## config.mk

```make
export PLATFORM = sky130hd
export DESIGN_NAME = ptc_timer
export DESIGN_NICKNAME = d
export VERILOG_FILES = /design/src/logic/ptc_pkg.sv /design/src/logic/ptc_if.sv /design/src/logic/ptc_prescaler.sv /design/src/logic/ptc_timer.sv
export SDC_FILE = /design/constraint.sdc
export NUM_CORES = 1
export LEC_CHECK = 0
export BUFFER_PORTS_ARGS = -buffer_cell sky130_fd_sc_hd__buf_2
export CORE_UTILIZATION = 45
export CTS_BUF_LIST = sky130_fd_sc_hd__clkbuf_2 sky130_fd_sc_hd__clkbuf_4 sky130_fd_sc_hd__clkbuf_8
export DETAILED_ROUTE_END_ITERATION = 12
export GPL_TIMING_DRIVEN = 0
export PLACE_DENSITY = 0.71
export SETUP_SLACK_MARGIN = 0.4
export SYNTH_ARGS = -nofsm -noshare
export SYNTH_HDL_FRONTEND = slang
export SYNTH_HIERARCHICAL = 1
export SYNTH_SLANG_ARGS = --single-unit
```

## constraint.sdc

```tcl
create_clock -name clk -period 2.47 [get_ports clk]
set_input_delay 0 -clock clk [delete_from_list [all_inputs] [get_ports clk]]
set_output_delay 0 -clock clk [all_outputs]
set_load 0.02 [all_outputs]
```

## src/logic/ptc_pkg.sv

```systemverilog
// Constants and types of the prescaled timer/counter
//**********************************************************************
// Function
//**********************************************************************
package ptc_pkg;
    typedef logic [7:0] ptc_count_t;
    typedef logic [2:0] ptc_ratio_t;
    typedef logic [7:0] ptc_scale_t;
    typedef enum logic [1:0] {PH_ONE, PH_TWO, PH_THREE, PH_FOUR} ptc_phase_t;
    localparam int CLK_PERIOD_NS = 10;
    localparam int TOSC_NS = 10;
    localparam int CLKS_PER_TOSC = (TOSC_NS + CLK_PERIOD_NS - 1) / CLK_PERIOD_NS;
    localparam int TOSC_PER_INSTR = 4;
    localparam int WR_HOLD_INSTR = 2;
    localparam int ROLL_DELAY_TOSC = 3;
    localparam logic [3:0] WR_HOLD_CLKS = 4'(WR_HOLD_INSTR * TOSC_PER_INSTR * CLKS_PER_TOSC);
    localparam logic [1:0] ROLL_DELAY_CLKS = 2'(ROLL_DELAY_TOSC * CLKS_PER_TOSC);
    localparam ptc_count_t COUNT_RESET = 8'h00;
    localparam ptc_count_t COUNT_MAX = 8'hFF;
    localparam ptc_scale_t SCALE_RESET = 8'h00;
endpackage

```

## src/logic/ptc_if.sv

```systemverilog
// Link between the timer core and the shared prescaler
`timescale 1ns/10ps
interface ptc_if;
    logic src_level;
    logic clear;
    logic run;
    ptc_pkg::ptc_ratio_t ratio;
    logic out_level;
    modport core
    (
        output src_level,
        output clear,
        output run,
        output ratio,
        input out_level
    );
    modport scaler
    (
        input src_level,
        input clear,
        input run,
        input ratio,
        output out_level
    );
endinterface

```

## src/logic/ptc_prescaler.sv

```systemverilog
// Shared eight-bit prescaler with selectable tap
`timescale 1ns/10ps
module ptc_prescaler
(
    input wire logic clk,
    input wire logic nrst,
    ptc_if.scaler ps
);
    import ptc_pkg::*;

    logic src_prev_reg;
    ptc_scale_t scale_reg;
    logic out_reg;

    always_ff @(posedge clk or negedge nrst)
    begin
        if (!nrst)
            src_prev_reg <= 1'b0;
        else
            src_prev_reg <= ps.src_level;
    end

    always_ff @(posedge clk or negedge nrst)
    begin
        if (!nrst)
            scale_reg <= SCALE_RESET;
        else if (ps.clear)
            scale_reg <= SCALE_RESET;
        else if (ps.run && ps.src_level && !src_prev_reg)
            scale_reg <= scale_reg + 8'h01;
    end

    // Tap n toggles every 2^n edges: divide 2^(n+1)
    always_ff @(posedge clk or negedge nrst)
    begin
        if (!nrst)
            out_reg <= 1'b0;
        else
            out_reg <= scale_reg[ps.ratio];
    end

    assign ps.out_level = out_reg;
endmodule

```

## src/logic/ptc_timer.sv

```systemverilog
// Eight-bit timer/counter with shared prescaler and overflow flag
`timescale 1ns/10ps
module ptc_timer
(
    input wire logic clk,
    input wire logic nrst,
    input wire logic sleep,
    input wire logic clock_source_select,
    input wire logic count_edge_select,
    input wire logic prescaler_assign,
    input wire ptc_pkg::ptc_ratio_t prescale_ratio_field,
    input wire logic external_count_pin,
    input wire logic count_wr,
    input wire ptc_pkg::ptc_count_t count_wdata,
    input wire logic timer_overflow_enable,
    input wire logic flag_clear,
    input wire logic watchdog_clear_instruction,
    input wire logic watchdog_tick,
    output logic [7:0] count_register,
    output logic timer_overflow_flag,
    output logic timer_irq,
    output logic instr_cycle_strobe,
    output logic watchdog_scaled_tick
);
    import ptc_pkg::*;

    //******************************************************************
    // Declarations
    //******************************************************************
    ptc_phase_t phase_reg;
    ptc_phase_t phase_next;
    logic pin_meta_reg;
    logic pin_sync_reg;
    logic instr_clk_reg;
    logic timer_src;
    logic pre_out;
    logic sample_reg;
    logic sample_prev_reg;
    logic inc_pulse_reg;
    logic [3:0] hold_cnt_reg;
    logic [1:0] roll_cnt_reg;
    ptc_count_t count_reg;
    logic flag_reg;
    logic irq_reg;
    logic strobe_reg;
    logic wdog_tick_reg;
    logic overflow_inc;
    logic count_inc;
    logic sample_phase;

    ptc_if ps_link ();

    //******************************************************************
    // Instruction phase sequencer
    //******************************************************************
    always_comb
    begin
        case (phase_reg)
            PH_ONE: phase_next = PH_TWO;
            PH_TWO: phase_next = PH_THREE;
            PH_THREE: phase_next = PH_FOUR;
            PH_FOUR: phase_next = PH_ONE;
            default: phase_next = PH_ONE;
        endcase
    end

    always_ff @(posedge clk or negedge nrst)
    begin
        if (!nrst)
            phase_reg <= PH_ONE;
        else if (!sleep)
            phase_reg <= phase_next;
    end

    // Instruction clock high in phases three and four
    always_ff @(posedge clk or negedge nrst)
    begin
        if (!nrst)
            instr_clk_reg <= 1'b0;
        else if (!sleep)
            instr_clk_reg <= (phase_next == PH_THREE) || (phase_next == PH_FOUR);
    end

    always_ff @(posedge clk or negedge nrst)
    begin
        if (!nrst)
            strobe_reg <= 1'b0;
        else
            strobe_reg <= !sleep && (phase_reg == PH_FOUR);
    end

    //******************************************************************
    // External pin synchroniser
    //******************************************************************
    always_ff @(posedge clk or negedge nrst)
    begin
        if (!nrst)
        begin
            pin_meta_reg <= 1'b0;
            pin_sync_reg <= 1'b0;
        end
        else
        begin
            pin_meta_reg <= external_count_pin;
            pin_sync_reg <= pin_meta_reg;
        end
    end

    //******************************************************************
    // Count source and shared prescaler
    //******************************************************************
    always_comb
    begin
        timer_src = instr_clk_reg;
        if (clock_source_select)
        begin
            timer_src = pin_sync_reg ^ count_edge_select;
        end
    end

    // switch takes effect on the next edge
    assign ps_link.src_level = prescaler_assign ? watchdog_tick : timer_src;
    assign ps_link.run = prescaler_assign || !sleep;
    assign ps_link.ratio = prescale_ratio_field;

    assign ps_link.clear = prescaler_assign ? watchdog_clear_instruction : count_wr;

    // divide by 2^(n+1) inside the prescaler
    ptc_prescaler u_prescaler
    (
        .clk(clk),
        .nrst(nrst),
        .ps(ps_link.scaler)
    );

    assign pre_out = prescaler_assign ? timer_src : ps_link.out_level;

    // Watchdog gets undivided tick when not assigned
    always_ff @(posedge clk or negedge nrst)
    begin
        if (!nrst)
            wdog_tick_reg <= 1'b0;
        else
            wdog_tick_reg <= prescaler_assign ? ps_link.out_level : watchdog_tick;
    end

    //******************************************************************
    // Phase sampler and increment pulse
    //******************************************************************
    assign sample_phase = (phase_reg == PH_TWO) || (phase_reg == PH_FOUR);

    always_ff @(posedge clk or negedge nrst)
    begin
        if (!nrst)
            sample_reg <= 1'b0;
        else if (!sleep && sample_phase)
            sample_reg <= pre_out;
    end

    always_ff @(posedge clk or negedge nrst)
    begin
        if (!nrst)
            sample_prev_reg <= 1'b0;
        else
            sample_prev_reg <= sample_reg;
    end

    // pin change to increment in a few periods
    always_ff @(posedge clk or negedge nrst)
    begin
        if (!nrst)
            inc_pulse_reg <= 1'b0;
        else
            inc_pulse_reg <= !sleep && sample_reg && !sample_prev_reg;
    end

    //******************************************************************
    // Counter register
    //******************************************************************
    // increments dropped while hold runs
    assign count_inc = inc_pulse_reg && (hold_cnt_reg == 4'h0) && !count_wr;
    assign overflow_inc = count_inc && (count_reg == COUNT_MAX) && (roll_cnt_reg == 2'h0);

    // two instruction cycles after a write
    always_ff @(posedge clk or negedge nrst)
    begin
        if (!nrst)
            hold_cnt_reg <= 4'h0;
        else if (count_wr)
            hold_cnt_reg <= WR_HOLD_CLKS;
        else if (hold_cnt_reg != 4'h0)
            hold_cnt_reg <= hold_cnt_reg - 4'h1;
    end

    // zero shows three periods after the pulse
    always_ff @(posedge clk or negedge nrst)
    begin
        if (!nrst)
            roll_cnt_reg <= 2'h0;
        else if (count_wr)
            roll_cnt_reg <= 2'h0;
        else if (overflow_inc)
            roll_cnt_reg <= ROLL_DELAY_CLKS;
        else if (roll_cnt_reg != 2'h0)
            roll_cnt_reg <= roll_cnt_reg - 2'h1;
    end

    always_ff @(posedge clk or negedge nrst)
    begin
        if (!nrst)
            count_reg <= COUNT_RESET;
        else if (count_wr)
            count_reg <= count_wdata;
        else if (roll_cnt_reg == 2'h1)
            count_reg <= COUNT_RESET;
        else if (count_inc && (count_reg != COUNT_MAX))
            count_reg <= count_reg + 8'h01;
    end

    //******************************************************************
    // Overflow flag and request
    //******************************************************************
    // increment at FF sets the flag, three periods ahead of the wrap
    always_ff @(posedge clk or negedge nrst)
    begin
        if (!nrst)
            flag_reg <= 1'b0;
        else if (overflow_inc)
            flag_reg <= 1'b1;
        else if (flag_clear)
            flag_reg <= 1'b0;
    end

    always_ff @(posedge clk or negedge nrst)
    begin
        if (!nrst)
            irq_reg <= 1'b0;
        else
            irq_reg <= flag_reg && timer_overflow_enable;
    end

    //******************************************************************
    // Outputs
    //******************************************************************
    // count visible to reads
    assign count_register = count_reg;
    assign timer_overflow_flag = flag_reg;
    assign timer_irq = irq_reg;
    assign instr_cycle_strobe = strobe_reg;
    assign watchdog_scaled_tick = wdog_tick_reg;
endmodule

```

==> impl_results.md <==
* Status: finished, final reports clean
* Worst path max stage delay at around 0.40 ns
* Fin. max-slew vios at 0
* Core box area at about 4000 µm²
* Global route total overflow at 0
* Num CTS Buffers at 5
* P_sw at about 0.00065 W
* Post-synth top area cell: dfrtp_1
* Fraction of power spent switching nets at 35.5%
* CTS H-tree depth at 2
* WL per Instance at roughly 13 µm
* Cell Pwr Density at ~780 nW/µm²
* Top post-synthesis cells by area: dfrtp_1 47%, ha_1 6.0%, mux2_2 3.6%, nand2_1 3.0%, a21oi_1 2.1%
* Hold Violations, Final at 0
* Vias in the first global route at 1,448
* Peak VDD IR at about 450 µV
* Reg2Reg Depth at 5
* First-pass GRT wire length at around 6300 µm
* DRC viols at 0
* Antenna violations before repair at 0
* Io pins at 35
* Total number of vias at 1,499
* Clock sinks at 35
* Min Tclk post-route at 1.90 ns
* Post-Syn Area at around 1900 µm²
* GRT Resource Usage Total at 19.1%
* CP Launch Type: register
* Crit-path slowest cell: dfrtp_1
* Leakage at ~1.1 nW
* Fill cell count at 361
* Max-slew headroom at about 48%
* Net Count, Synth at 204
* Max-Cap Viols at 0
* Worst reg2reg setup slack at around 0.57 ns
* Final Cell Area at ~2300 µm²
* Clk pin slew, worst setup/hold paths at approximately 0.070 ns
* Die area at approximately 4400 µm²
* IO buf count at 34
* Yosys top cell area share at between 40% and 50%
* Clock skew at 0.00854 ns
* Worst path cell trace: ha_1 -> nand3_1 -> o211a_2 -> and2_4 -> o311ai_0
* Layout area overhead at 25.2%
* YS warnings at 6
* Arr. time, crit path at between 2 and 2.5 ns
* Asr flop ratio synth at 100%
* WS Path Type: reg2reg
* Row count at 23
* Yosys reg bits at 35
* Die height at 66.5 µm
* Worst Path Required at approximately 2.6 ns
* Post-DRT Antenna Nets at 0
* Clock power frac at 23.1%
* Initial DRC Count at between 80 and 90
* Placed cell areas at 2100 µm²
* Diode count at 0
* Sequential cell area at approximately 880 µm²
* Crit path to: count_register[3]
* Combinational power share at roughly a third
* Number of synthesized flops with an enable pin at 0
* Placer congestion estimate at 0.750
* Vias/cell at approximately 5.4
* Clk Latency, worst-skew pair at around 0.29 ns
* Share of the yosys chip area belonging to registers at between 40% and 50%
* Multi-input logic area at ~960 µm²
* Share of post-route cells with drive strength above 1 at around 26%
* CTS Root Cell: clkbuf_8
* Mapped Cells at roughly 170
* Sequential Power Share at about 45%
* Fin crit share at slightly below 80%
* Worst Setup SP: count_register[0]
* Tightest Pin Transition at between 0.7 and 0.8 ns
* Tightest Hold Check Type: in2reg
* Drt total wl at 3640 µm
* Max clock buf depth at 2
* Die X at roughly 66 µm
* RSZ-0062 raised after global routing: false
* Initial Util at 46.7%
* Nets at 260
* Reg2Reg Launch Point: count_register[0]
* Yosys cell types at 45
* Max Clk Rate at 525 MHz
* Synth Area per Inst at roughly 11 µm²
* FF-to-FF End: count_register[3]
* Largest net degree at the start of global routing at 36
* Setup TNS at 0 ns
* Pint at approximately 0.0012 W
* # setup viols final at 0
* Critical path endpoint category: register
* DPL Wire Length at 2460 µm
* Core Util, Final at 58.5%
* CTS tree: done
* Synth Flop Type: dfrtp_1
* Worst Path Max Fanout at 7
* Post-cts resize count at 0
* Post-CTS Setup Bufs at 0
* First-pass iteration count of the detailed router at 4
-- cells in the final DEF (no fill, tap or decap), types with 2 or more instances in the layout --
cell type | synthesis | layout
a211oi_1 | 2 | 2
a21oi_1 | 8 | 8
buf_1 | 2 | 2
buf_2 | 0 | 34
clkbuf_8 | 0 | 5
dfrtp_1 | 35 | 35
dlygate4sd3_1 | 0 | 15
ha_1 | 9 | 9
inv_1 | 7 | 7
mux2_2 | 6 | 6
mux2i_1 | 3 | 3
nand2_1 | 15 | 15
nand2b_1 | 4 | 4
nand3_1 | 8 | 8
nand4_1 | 3 | 3
nor2_1 | 10 | 10
nor2b_1 | 2 | 2
nor3_1 | 4 | 4
nor3b_1 | 2 | 2
nor4_1 | 3 | 3
o211ai_1 | 4 | 4
o21ai_0 | 7 | 7
o311ai_0 | 2 | 2
o31ai_1 | 3 | 3
or3_1 | 3 | 3
or4_1 | 3 | 3
xnor2_1 | 4 | 4
xor2_1 | 3 | 3
-- layer usage --
metal  part of all wire, %  global-route usage, %
met1                    45                   23.2
met3                   3.8                   5.82
met2                    49                   31.1
met4                   2.1                   8.51
met5                     0                      0
-- area by class of cell --
cell class                      count  area share (%)
Buffer                              3           0.481
Multi-Input combinational cell    127            40.8
Clock buffer                        6            3.26
Clock inverter                      2           0.534
Timing Repair Buffer               49            13.7
Tap cell                           50            2.67
Inverter                            7            1.12
Sequential cell                    35            37.4
-- worst min path at each step --
stage                                   from              endpoint  slack, ns  cells after the start
final                       prescaler_assign  watchdog_scaled_tick       0.04                      2
after global routing        prescaler_assign  watchdog_scaled_tick       0.04                      2
after CTS                   prescaler_assign  watchdog_scaled_tick       0.04                      2
after detailed placement  external_count_pin          pin_meta_reg       0.11                      1
after global placement    external_count_pin          pin_meta_reg       0.11                      1
after floorplan                         nrst     count_register[0]      -0.30                      0
-- synth_stat cells (2+ instances only) --
master    number
o211ai_1       4
nand2b_1       4
nor2b_1        2
nor3_1         4
mux2_2         6
nand4_1        3
ha_1           9
nor4_1         3
o31ai_1        3
nand3_1        8
or4_1          3
buf_1          2
dfrtp_1       35
xnor2_1        4
a21oi_1        8
o21ai_0        7
xor2_1         3
a211oi_1       2
or3_1          3
nand2_1       15
nor3b_1        2
inv_1          7
mux2i_1        3
nor2_1        10
o311ai_0       2
-- stage by stage --
stage / hold slack (ns) / setup slack, ns / instances / total power [W]
floorplan: -0.296 / 0.690 / 172 / 0.00124
global placement: 0.111 / 0.577 / 256 / 0.00139
detailed placement: 0.110 / 0.560 / 256 / 0.00140
CTS: 0.0354 / 0.531 / 279 / 0.00185
global route: 0.0435 / 0.423 / 279 / 0.00198
finish: 0.0417 / 0.567 / 279 / 0.00183
-- worst max-delay path: cells and delay by family (launching register included) --
| kind | cells | cell delay [ns] |
|---|---|---|
| DFF | 1 | 0.40 |
| AOI/OAI and AO/OA | 2 | 0.75 |
| and+or+nand+nor | 2 | 0.38 |
| adders and majority gates | 1 | 0.24 |
-- logic make-up (layout without fill, tap and decap cells) --
group	after synthesis	after routing	share of synthesized area (%)
and+or+nand+nor	68	68	21.6
DFF	35	35	46.9
AOI/OAI and AO/OA	32	32	12.4
muxes	11	11	7.83
buffers and inverters	10	67	2.01
adders and majority gates	9	9	6.02
xor gates and xnor gates	7	7	3.28
-- power groups by stage --
stage	logic (W)	clock network [W]	registers [W]
floorplan	0.000386	0	0.000855
global placement	0.000559	0	0.000829
detailed placement	0.000572	0	0.000833
CTS	0.000593	0.000438	0.000823
global route	0.000671	0.000461	0.000843
finish	0.000589	0.000424	0.000822
-- what timing repair did --
action                                 in CTS  in global routing
setup endpoints to repair                   0                  1
endpoints found under the hold margin      51                  0
hold buffers                               15                  0
No activity file was read; power rests on OpenSTA's default activity.
